<file path="config.mk">
export PLATFORM = sky130hd
export DESIGN_NAME = prox_thresh_persist
export DESIGN_NICKNAME = d
export VERILOG_FILES = /design/src/verilog/prox_pkg.sv /design/src/verilog/prox_thresh_persist.sv
export SDC_FILE = /design/constraint.sdc
export NUM_CORES = 1
export LEC_CHECK = 0
export CORE_MARGIN = 5
export CORE_UTILIZATION = 50
export DETAILED_ROUTE_END_ITERATION = 7
export DONT_BUFFER_PORTS = 1
export HOLD_SLACK_MARGIN = 0.12
export PLACE_DENSITY = 0.72
export SETUP_SLACK_MARGIN = 0.1
export SLEW_MARGIN = 20
export SYNTH_ARGS = -nofsm -noshare
export SYNTH_HDL_FRONTEND = slang
export SYNTH_SLANG_ARGS = --single-unit
</file>
<file path="constraint.sdc">
create_clock -name sys_clk -period 4.3 [get_ports sys_clk]
set_input_delay 0.86 -clock sys_clk [delete_from_list [all_inputs] [get_ports sys_clk]]
set_output_delay 0.86 -clock sys_clk [all_outputs]
set_load 0.01 [all_outputs]
</file>
<file path="src/verilog/prox_pkg.sv">
/*
 * Constants shared by the proximity/light threshold and persistence block:
 * register offsets, reset values, field positions and timing counts.
 * Assumes a 100 MHz system clock.
 */
`default_nettype none

package prox_pkg;

   // register offsets
   localparam logic [7:0] ADDR_PHT_LO = 8'h8A;
   localparam logic [7:0] ADDR_PHT_HI = 8'h8B;
   localparam logic [7:0] ADDR_PERSISTENCE_FILTERS   = 8'h8C;
   localparam logic [7:0] ADDR_GENERAL_CONFIG_ZERO   = 8'h8D;

   // reset values (general_config_zero reserved 7:3 = 01000)
   localparam logic [7:0] RST_PHT_LO = 8'h00;
   localparam logic [7:0] RST_PHT_HI = 8'h00;
   localparam logic [7:0] RST_PERSISTENCE_FILTERS   = 8'h00;
   localparam logic [7:0] RST_GENERAL_CONFIG_ZERO   = 8'h40;
   localparam logic [7:0] RD_NONE    = 8'h00;

   // field positions
   localparam int PERSISTENCE_FILTERS_PROX_MSB  = 7;
   localparam int PERSISTENCE_FILTERS_PROX_LSB  = 4;
   localparam int PERSISTENCE_FILTERS_LIGHT_MSB = 3;
   localparam int PERSISTENCE_FILTERS_LIGHT_LSB = 0;
   localparam int GENERAL_CONFIG_ZERO_WAIT_X12_ENABLE_BIT = 2;
   localparam int GENERAL_CONFIG_ZERO_X16_BIT   = 0;
   localparam int HI_BITS_MSB    = 5;
   localparam int HI_RSVD_MSB    = 7;

   // data widths and the 8-bit compare window of a 10-bit result
   localparam int PROX_W      = 14;
   localparam int LIGHT_W     = 16;
   localparam int PROX10_MSB  = 9;
   localparam int PROX10_LSB  = 2;

   // light persistence decode
   localparam logic [3:0] LIGHT_DIRECT_MAX = 4'h3;
   localparam logic [5:0] LIGHT_STEP       = 6'h05;

   // multipliers
   localparam logic [11:0] WAIT_MULT_LONG  = 12'h00C;
   localparam int          PULSE_X16_SHIFT = 4;

   // timing
   localparam int CLK_PERIOD_NS  = 10;
   localparam int WAIT_TICK_NS   = 2780000;  // 2.78 ms
   localparam int WAIT_TICK_CYC  = WAIT_TICK_NS / CLK_PERIOD_NS;
   localparam int PULSE_BASE_NS  = 4000;     // 4 us
   localparam int PULSE_BASE_CYC = PULSE_BASE_NS / CLK_PERIOD_NS;

   typedef enum logic {WAIT_IDLE, WAIT_RUN} wait_state_e;

endpackage

`default_nettype wire

</file>
<file path="src/verilog/prox_thresh_persist.sv">
/*
 * Proximity high threshold, persistence filters, interrupt flags and pin,
 * general_config_zero wait-long timer and emitter pulse stretcher.
 * Assumes the serial register port is decoded outside into single-cycle
 * read and write strobes; results arrive with a one-cycle valid strobe.
 */
`default_nettype none

module prox_thresh_persist #(
   parameter int WAIT_TICK_CYC = prox_pkg::WAIT_TICK_CYC
) (
   input  wire logic        sys_clk,
   input  wire logic        rst_n,
   input  wire logic [7:0]  reg_addr,
   input  wire logic        reg_wr,
   input  wire logic [7:0]  reg_wdata,
   input  wire logic        reg_rd,
   output logic      [7:0]  reg_rdata,
   input  wire logic        auto_pulse_off,
   input  wire logic        prox_valid,
   input  wire logic [13:0] prox_result,
   input  wire logic [13:0] prox_lo_thresh,
   input  wire logic        light_valid,
   input  wire logic [15:0] light_result,
   input  wire logic [15:0] light_lo_thresh,
   input  wire logic [15:0] light_hi_thresh,
   input  wire logic        prox_irq_enable,
   input  wire logic        light_irq_enable,
   input  wire logic        prox_irq_clear,
   input  wire logic        light_irq_clear,
   output logic             prox_irq_flag,
   output logic             light_irq_flag,
   output logic             int_n,
   input  wire logic [7:0]  wait_period_count,
   input  wire logic        wait_start,
   output logic             wait_done,
   input  wire logic [1:0]  emitter_pulse_length,
   input  wire logic        pulse_start,
   output logic             emitter_on
);

   logic [7:0]  pht_lo_r;
   logic [7:0]  pht_hi_r;
   logic [7:0]  shadow_r;
   logic [13:0] pht_active_r;
   logic [7:0]  persistence_filters_r;
   logic [7:0]  general_config_zero_r;
   logic [7:0]  rdata_nxt;
   logic [3:0]  prox_tgt;
   logic [5:0]  light_tgt;
   logic [3:0]  prox_cnt_r;
   logic [3:0]  prox_cnt_nxt;
   logic [5:0]  light_cnt_r;
   logic [5:0]  light_cnt_nxt;
   logic        prox_out;
   logic        light_out;
   logic        prox_fire;
   logic        light_fire;
   logic        prox_flag_nxt;
   logic        light_flag_nxt;
   logic        prox_flag_r;
   logic        light_flag_r;
   logic        int_r;
   logic [7:0]  prox10;
   logic        wr_hi;

   // light persistence code to result count
   function automatic logic [5:0] light_count(input logic [3:0] code);
      logic [5:0] steps;
      steps = {2'h0, code - prox_pkg::LIGHT_DIRECT_MAX};
      if (code <= prox_pkg::LIGHT_DIRECT_MAX) begin
         light_count = {2'h0, code};
      end else begin
         light_count = 6'(steps * prox_pkg::LIGHT_STEP);
      end
   endfunction

   assign wr_hi = reg_wr && (reg_addr == prox_pkg::ADDR_PHT_HI);

   // register writes
   always_ff @(posedge sys_clk or negedge rst_n) begin
      if (!rst_n) begin
         pht_lo_r <= prox_pkg::RST_PHT_LO;
         pht_hi_r <= prox_pkg::RST_PHT_HI;
         persistence_filters_r   <= prox_pkg::RST_PERSISTENCE_FILTERS;
         general_config_zero_r   <= prox_pkg::RST_GENERAL_CONFIG_ZERO;
      end else if (reg_wr) begin
         case (reg_addr)
            prox_pkg::ADDR_PHT_LO: pht_lo_r <= reg_wdata;
            prox_pkg::ADDR_PHT_HI: pht_hi_r <= reg_wdata;
            prox_pkg::ADDR_PERSISTENCE_FILTERS:   persistence_filters_r   <= reg_wdata;
            prox_pkg::ADDR_GENERAL_CONFIG_ZERO:   general_config_zero_r   <= reg_wdata;
            default: ;
         endcase
      end
   end

   // low byte waits in a shadow until the upper byte lands
   always_ff @(posedge sys_clk or negedge rst_n) begin
      if (!rst_n) begin
         shadow_r     <= prox_pkg::RST_PHT_LO;
         pht_active_r <= {prox_pkg::RST_PHT_HI[prox_pkg::HI_BITS_MSB:0],
                          prox_pkg::RST_PHT_LO};
      end else begin
         if (reg_wr && reg_addr == prox_pkg::ADDR_PHT_LO) begin
            shadow_r <= reg_wdata;
         end
         if (wr_hi) begin
            pht_active_r <= {reg_wdata[prox_pkg::HI_BITS_MSB:0],
                             shadow_r};
         end
      end
   end

   // read mux, unmapped reads zero
   always_comb begin
      case (reg_addr)
         prox_pkg::ADDR_PHT_LO: rdata_nxt = pht_lo_r;
         prox_pkg::ADDR_PHT_HI: rdata_nxt = pht_hi_r;
         prox_pkg::ADDR_PERSISTENCE_FILTERS:   rdata_nxt = persistence_filters_r;
         prox_pkg::ADDR_GENERAL_CONFIG_ZERO:   rdata_nxt = general_config_zero_r;
         default:               rdata_nxt = prox_pkg::RD_NONE;
      endcase
   end
   always_ff @(posedge sys_clk or negedge rst_n) begin
      if (!rst_n) begin
         reg_rdata <= prox_pkg::RD_NONE;
      end else if (reg_rd) begin
         reg_rdata <= rdata_nxt;
      end
   end

   // range compare, 14-bit or top eight of a 10-bit result
   assign prox10 = prox_result[prox_pkg::PROX10_MSB:prox_pkg::PROX10_LSB];
   always_comb begin
      if (auto_pulse_off) begin
         prox_out = (prox10 > pht_active_r[7:0]) ||
                    (prox10 < prox_lo_thresh[7:0]);
      end else begin
         prox_out = (prox_result > pht_active_r) ||
                    (prox_result < prox_lo_thresh);
      end
   end
   assign light_out = (light_result > light_hi_thresh) ||
                      (light_result < light_lo_thresh);

   // persistence settings
   assign prox_tgt  = persistence_filters_r[prox_pkg::PERSISTENCE_FILTERS_PROX_MSB:prox_pkg::PERSISTENCE_FILTERS_PROX_LSB];
   assign light_tgt = light_count(
             persistence_filters_r[prox_pkg::PERSISTENCE_FILTERS_LIGHT_MSB:prox_pkg::PERSISTENCE_FILTERS_LIGHT_LSB]);

   // consecutive counters, saturating at the setting
   always_comb begin
      prox_cnt_nxt = prox_cnt_r;
      if (prox_valid) begin
         if (!prox_out) begin
            prox_cnt_nxt = '0;
         end else if (prox_cnt_r < prox_tgt) begin
            prox_cnt_nxt = prox_cnt_r + 4'h1;
         end else begin
            prox_cnt_nxt = prox_tgt;
         end
      end
   end

   always_comb begin
      light_cnt_nxt = light_cnt_r;
      if (light_valid) begin
         if (!light_out) begin
            light_cnt_nxt = '0;
         end else if (light_cnt_r < light_tgt) begin
            light_cnt_nxt = light_cnt_r + 6'h01;
         end else begin
            light_cnt_nxt = light_tgt;
         end
      end
   end

   always_ff @(posedge sys_clk or negedge rst_n) begin
      if (!rst_n) begin
         prox_cnt_r  <= '0;
         light_cnt_r <= '0;
      end else begin
         prox_cnt_r  <= prox_cnt_nxt;
         light_cnt_r <= light_cnt_nxt;
      end
   end

   // interrupt events: setting 0 fires on every result
   assign prox_fire  = prox_valid && ((prox_tgt == '0) ||
                       (prox_out && prox_cnt_nxt == prox_tgt));
   assign light_fire = light_valid && ((light_tgt == '0) ||
                       (light_out && light_cnt_nxt == light_tgt));

   // sticky flags, a new event beats a clear
   assign prox_flag_nxt  = prox_fire ||
                           (prox_flag_r && !prox_irq_clear);
   assign light_flag_nxt = light_fire ||
                           (light_flag_r && !light_irq_clear);

   always_ff @(posedge sys_clk or negedge rst_n) begin
      if (!rst_n) begin
         prox_flag_r  <= 1'b0;
         light_flag_r <= 1'b0;
         int_r        <= 1'b0;
      end else begin
         prox_flag_r  <= prox_flag_nxt;
         light_flag_r <= light_flag_nxt;
         int_r        <= (prox_flag_nxt && prox_irq_enable) ||
                         (light_flag_nxt && light_irq_enable);
      end
   end

   assign prox_irq_flag  = prox_flag_r;
   assign light_irq_flag = light_flag_r;
   assign int_n          = !int_r;

   // wait timer: increments of one tick, times twelve when long
   prox_pkg::wait_state_e wait_st_r;
   logic [11:0]           wait_left_r;
   logic [11:0]           wait_total;
   logic [31:0]           wait_sub_r;
   logic                  wait_done_r;
   assign wait_total = general_config_zero_r[prox_pkg::GENERAL_CONFIG_ZERO_WAIT_X12_ENABLE_BIT] ?
          12'(({4'h0, wait_period_count} + 12'h001) *
              prox_pkg::WAIT_MULT_LONG) :
          ({4'h0, wait_period_count} + 12'h001);

   always_ff @(posedge sys_clk or negedge rst_n) begin
      if (!rst_n) begin
         wait_st_r   <= prox_pkg::WAIT_IDLE;
         wait_left_r <= '0;
         wait_sub_r  <= '0;
         wait_done_r <= 1'b0;
      end else begin
         wait_done_r <= 1'b0;
         case (wait_st_r)
            prox_pkg::WAIT_IDLE: begin
               if (wait_start) begin
                  wait_left_r <= wait_total;
                  wait_sub_r  <= 32'(WAIT_TICK_CYC - 1);
                  wait_st_r   <= prox_pkg::WAIT_RUN;
               end
            end
            prox_pkg::WAIT_RUN: begin
               if (wait_sub_r != '0) begin
                  wait_sub_r <= wait_sub_r - 32'h1;
               end else if (wait_left_r == 12'h001) begin
                  wait_left_r <= '0;
                  wait_done_r <= 1'b1;
                  wait_st_r   <= prox_pkg::WAIT_IDLE;
               end else begin
                  wait_left_r <= wait_left_r - 12'h001;
                  wait_sub_r  <= 32'(WAIT_TICK_CYC - 1);
               end
            end
            default: wait_st_r <= prox_pkg::WAIT_IDLE;
         endcase
      end
   end
   assign wait_done = wait_done_r;

   // emitter pulse: base doubles per length code, x16 when set
   logic [15:0] pulse_len;
   logic [15:0] pulse_left_r;
   logic        emitter_r;
   assign pulse_len = general_config_zero_r[prox_pkg::GENERAL_CONFIG_ZERO_X16_BIT] ?
      16'(prox_pkg::PULSE_BASE_CYC << (emitter_pulse_length +
          prox_pkg::PULSE_X16_SHIFT)) :
      16'(prox_pkg::PULSE_BASE_CYC << emitter_pulse_length);

   always_ff @(posedge sys_clk or negedge rst_n) begin
      if (!rst_n) begin
         pulse_left_r <= '0;
         emitter_r    <= 1'b0;
      end else if (!emitter_r && pulse_start) begin
         pulse_left_r <= pulse_len - 16'h0001;
         emitter_r    <= 1'b1;
      end else if (emitter_r) begin
         if (pulse_left_r == '0) begin
            emitter_r <= 1'b0;
         end else begin
            pulse_left_r <= pulse_left_r - 16'h0001;
         end
      end
   end

   assign emitter_on = emitter_r;
endmodule

`default_nettype wire

</file>
# Word-level counts from Yosys, hierarchy flattened
# Cells that the tools add are included.
# word_totals
reg_bits	138
in_bits	115
output_inout_bits	13
word_cells	119
# op_classes
addsub	9
n_mul	2
order_cmp	9
eq_ne	11
shifts	2
mux	32
n_bitwise	1
reduce_logical	35
# op_table
cell	n
$mux W32	3
$mux W16	4
$pmux W32 S2	1
$mux W12	4
$eq A8 B8 Y1 const B	4
$pmux W8 S4	1
$reduce_bool A32 Y1	1
$sub A16 B1 Y16 const B	2
$sub A32 B1 Y32 const B	1
$mux W6	4
$pmux W12 S2	1
$gt A16 B16 Y1	1
$logic_not A16 Y1	1
$lt A16 B16 Y1	1
$shl A9 B2 Y16 const A	1
$shl A9 B4 Y16 const A	1
$gt A14 B14 Y1	1
$lt A14 B14 Y1	1
$reduce_and A2 Y1	7
$eq A12 B1 Y1 const B	1
$mul A12 B2 Y10 const B	1
$mux W4	3
$sub A12 B1 Y12 const B	1
$logic_and A1 B1 Y1	11
other kinds (23)	44

# Depth between registers and ports, before layout
# depth
ltp_word	14
ltp_mapped	20
depth_no_buf	19

# Worst setup path after synthesis
# OpenSTA, ideal clock, no wires.
# synth_timing
kind	flip-flop to flip-flop
startpoint	register persistence_filters_r[2]
endpoint	register int_r
setup_ps	121
arrival_time_ps	3924
required_time_ps	4179
path_slack_ps	255
stages_incl_launch_ff	19
n_path_buf	2
period_less_slack_ps	4045
cell_sequence	dfrtp_1 clkbuf_1 a21oi_1 xor2_1 ha_1 ha_1 inv_1 fa_1 or2_2 clkbuf_1 ha_1 nand2_1 o21ai_0 a21oi_1 mux2_2 a22oi_1 nand2_1 a31o_2 a22o_1
# synth_between
elab_chain_cells	14
elab_cells_between_ends	16
classes_between	add/sub (1); mul (1); order compare (2); eq/ne (1); mux (4); reduce/logical (7)
# synth_rtl
item	line	source
from (decl)	prox_thresh_persist.sv:46	logic [7:0] persistence_filters_r;
from (signal assigned)	prox_thresh_persist.sv:85	persistence_filters_r <= prox_pkg::RST_PERSISTENCE_FILTERS;
from (signal assigned)	prox_thresh_persist.sv:91	prox_pkg::ADDR_PERSISTENCE_FILTERS: persistence_filters_r <= reg_wdata;
$sub A4 B2 Y4	prox_thresh_persist.sv:70	steps = {2'h0, code - prox_pkg::LIGHT_DIRECT_MAX};
$mul A4 B3 Y6	prox_thresh_persist.sv:74	light_count = 6'(steps * prox_pkg::LIGHT_STEP);
$mux W6 *	prox_thresh_persist.sv:71	if (code <= prox_pkg::LIGHT_DIRECT_MAX) begin
$lt A6 B6 Y1	prox_thresh_persist.sv:171	end else if (light_cnt_r < light_tgt) begin
$mux W6	prox_thresh_persist.sv:171	
$mux W6	prox_thresh_persist.sv:169	if (!light_out) begin
$mux W6	prox_thresh_persist.sv:168	if (light_valid) begin
$eq A6 B6 Y1	prox_thresh_persist.sv:193	(light_out && light_cnt_nxt == light_tgt));
$logic_and A1 B1 Y1	prox_thresh_persist.sv:193	
$logic_or A1 B1 Y1 *	prox_thresh_persist.sv:192	assign light_fire = light_valid && ((light_tgt == '0) ||
$logic_and A1 B1 Y1 *	prox_thresh_persist.sv:192	
$logic_or A1 B1 Y1 *	prox_thresh_persist.sv:198	assign light_flag_nxt = light_fire ||
via light_flag_nxt	prox_thresh_persist.sv:60	logic light_flag_nxt;
$logic_and A1 B1 Y1 *	prox_thresh_persist.sv:210	(light_flag_nxt && light_irq_enable);
$logic_or A1 B1 Y1 *	prox_thresh_persist.sv:209	int_r <= (prox_flag_nxt && prox_irq_enable) ||
to (signal assigned)	prox_thresh_persist.sv:209	
to (decl)	prox_thresh_persist.sv:63	logic int_r;
# Mark *: on every way through the listed nets, which the timed path passes. The rest lies on a longest branch.
# A chain may end at the register's enable or synchronous reset.

# Final worst setup path
# layout_timing
startpoint	register persistence_filters_r[0]
endpoint	register int_r
# The elaborated chain is that of the path after synthesis.

==> out/metrics.cfg <==
[cts]
path_clk_slew_ns = 0.05
cts_sinks = 124
cts_buffer_depth = 2
clock-root-buffer = clkbuf_16
holdBufCountCts = 0
worstSkewPairLatency_ns = 0.42
cts-buffers-inserted = 17
cts_tree = built
cts_htree_levels = 4

[timing]
tightest_slew_ns = 0.936
timing.fmax_mhz = 255
rsz0062_at_grt = false
holdWs_ns = 0.136
fin_setup_tns_ns = 0
finalSetupViolCount = 0
final_max_slew_viol_count = 0
fin_crit_sh_pct = 91.2
period_needed_ns = 3.92
worst_clock_skew_ns = 0.00711
hold_viol = 0
slew_headroom_pct = 37.6

[yosys]
async_flop_share_pct = 100
yosys_warnings = 0
synth_seq_area_share_pct = 33.2
yosys.cell_types.count = 73
post_synth_mux_area_share_pct = 6.28
synth_flop_cell = dfrtp_1
syn_inst = 1055
synth_fa_ha_area_share_pct = 14.3
syn_nets = 1276
synth_top_family_by_area = simple AND/OR/NAND/NOR gates
synth_xor_area_share_pct = 4.78
synth-simple-area-share_pct = 17.7
ys_ff_latch = 124
netlist_area_um2 = 9340
syn-mean-instance-area_um2 = 8.85
synth_compound_area_share_pct = 17.7
synth_edf_count = 0

[die]
initial_core_util_pct = 50.4
die_w_um = 147
dieArea_um2 = 21500
core-area_um2 = 18500
die_h_um = 147
ios = 128
rows = 50

[setup_path]
cp-end-kind = register
crit_arrival_ns = 4.23
crit_fanout = 6
slowest_delay_ns = 0.45
start_kind = register
slowest_stage = dfrtp_2
critPathRequiredTime_ns = 4.61
startpoint = persistence_filters_r[0]
crit_chain = ha_1 > ha_1 > ha_1 > inv_1 > fa_2 > a211oi_2 > o21ai_0 > nand2_1 > inv_1 > ha_1 > a21oi_1 > o21ai_0 > a21oi_1 > mux2_2 > a22oi_2 > nand2_1 > a31o_2 > a22o_1
path_common_cell = ha_1
r2r_start = persistence_filters_r[0]
critPathKind = reg -> reg

[global_routing]
grt_first_pass_wirelength_mm = 35.0
antenna_found_initial = 0
grtUsageTotal_pct = 19.4
grt_max_degree = 125
grt_pass1_vias = 7414
grt-ovfl-total = 0

[pwr]
vdd_drop_max_mv = 0.292
seqPwrFrac_pct = 37.4
pwr-share-comb_pct = 25.1
power_density_nw_per_um2 = 401
finalPower_w = 0.00410
switching_share_pct = 30.0
p_int_w = 0.00287
p_switching_w = 0.00123
leakage_nw = 4.71
clkPwrFrac_pct = 37.5

[cells_and_area]
stdcell_area_um2 = 10200
multi_input_area_um2 = 5680
synthToLayoutAreaGrowth_pct = 9.32
regArea_um2 = 3110
num-fill-cells = 1660
layout_commonest_cell = dfrtp_1
final_nets = 1269
drive_gt1_share_pct = 10.4
diodes = 0
utilization_pct = 55.1
final_cell_mix = dfrtp_1 (120), inv_1 (107), ha_1 (105)

[route]
drtPass1Iterations = 5
routed_wl_mm = 20.7
detail_route.iter0.violations = 398
route.detailed.drc = 0
drt-vias-per-instance = 5.88
via_count = 7604
routedWlPerCell_um = 16.0
ant_nets = 0

[min_path]
hp-class = in -> async

[job]
cap_violations = 0

[status]
outcome = complete, no violations

[placed_design]
gp_congestion = 0.850
portBuffers = 0
dp_hpwl_mm = 15.7
place_area_um2 = 9520

power groups by stage:
stage                     clock network, W  logic (W)  registers [W]
final                              0.00154    0.00103        0.00153
after global routing               0.00162    0.00119        0.00157
after CTS                          0.00157    0.00102        0.00153
after detailed placement                 0    0.00102        0.00155
after global placement                   0   0.000982        0.00154
after floorplan                          0   0.000861        0.00148
logic make-up (layout without fill, tap and decap cells):
kind of cell	after synthesis	count (layout)
AO/OA/AOI/OAI	257	257
XOR/XNOR	51	51
adder cells (fa/ha/maj)	106	106
buffers and inverters	145	149
flip-flops	124	124
multiplexers	53	53
AND/OR/NAND/NOR	319	319
sequential cells by signal (all words and copies together) (netlist names):
| signal | count |
|---|---|
| light_irq_flag | 1 |
| wait_done | 1 |
| wait_left_r | 12 |
| prox_irq_flag | 1 |
| prox_cnt_r | 4 |
| general_config_zero_r | 8 |
| pht_hi_r | 8 |
| wait_st_r | 1 |
| emitter_on | 1 |
| light_cnt_r | 6 |
| pulse_left_r | 16 |
| pht_lo_r | 8 |
| pht_active_r | 8 |
| reg_rdata | 8 |
| int_r | 1 |
| wait_sub_r | 32 |
| persistence_filters_r | 8 |
critical path: cells and delay by family (launching register included):
family	cells	cell delay, ns
flops	1	0.45
buf+inv	2	0.11
mux	1	0.36
simple gates	2	0.23
fa+ha+maj	5	1.41
compound gates	8	1.28
stage by stage:
| stage | setup slack (ns) | instances |
|---|---|---|
| 2_1_floorplan | 0.255 | 1055 |
| 3_3_place_gp | 0.350 | 1258 |
| 3_5_place_dp | 0.178 | 1258 |
| 4_1_cts | 0.177 | 1288 |
| 5_1_grt | 0.0914 | 1293 |
| 6_report | 0.377 | 1293 |
layer usage:
metal,wire (µm),global-route usage [%],up-vias
li1,-,-,3782
met1,9200,24.6,3605
met2,9650,32.0,195
met3,1430,5.28,22
met4,378,6.49,0
met5,0,0,-
final timing paths:
kind                                       endpoint  slack (ns)  cells after the start
setup / recovery                              int_r        0.38                     18
hold / removal                          pht_lo_r[2]        0.14                      0
setup reg to reg                              int_r        0.38                     18
hold reg to reg                       wait_sub_r[0]        0.49                      1
max in group asynchronous  general_config_zero_r[6]        3.92                      0
min in group sys_clk                  wait_sub_r[0]        0.49                      1
Yosys cell counts, drive strengths merged (14+ instances only):
library cell / number / share of area (%)
nand3: 27 / 1.4
dfrtp: 123 / 33
mux2: 45 / 5.4
nor2: 73 / 2.9
ha: 105 / 14
o22ai: 15 / 1.0
inv: 107 / 4.3
nor3: 34 / 1.8
nand2b: 14 / 1.0
or3: 14 / 0.99
o21ai: 63 / 3.4
nor2b: 15 / 1.0
clkbuf: 29 / 1.2
xnor2: 38 / 3.6
nand2: 80 / 3.3
a21oi: 71 / 3.8
layout make-up:
class / instances / area share [%]
Timing Repair Buffer: 12 / 0.882
Sequential cell: 124 / 30.4
Tap cell: 234 / 2.87
Clock buffer: 24 / 4.91
Multi-Input combinational cell: 786 / 55.7
Clock inverter: 6 / 1.30
Inverter: 107 / 3.93
repair_timing:
item / in CTS / in global routing
buffers inserted: 0 / 5
resized for setup: 0 / 6
hold endpoints to repair: 0 / 0
setup endpoints to repair: 0 / 2
Note: power is estimated with default switching activity, not from simulation.
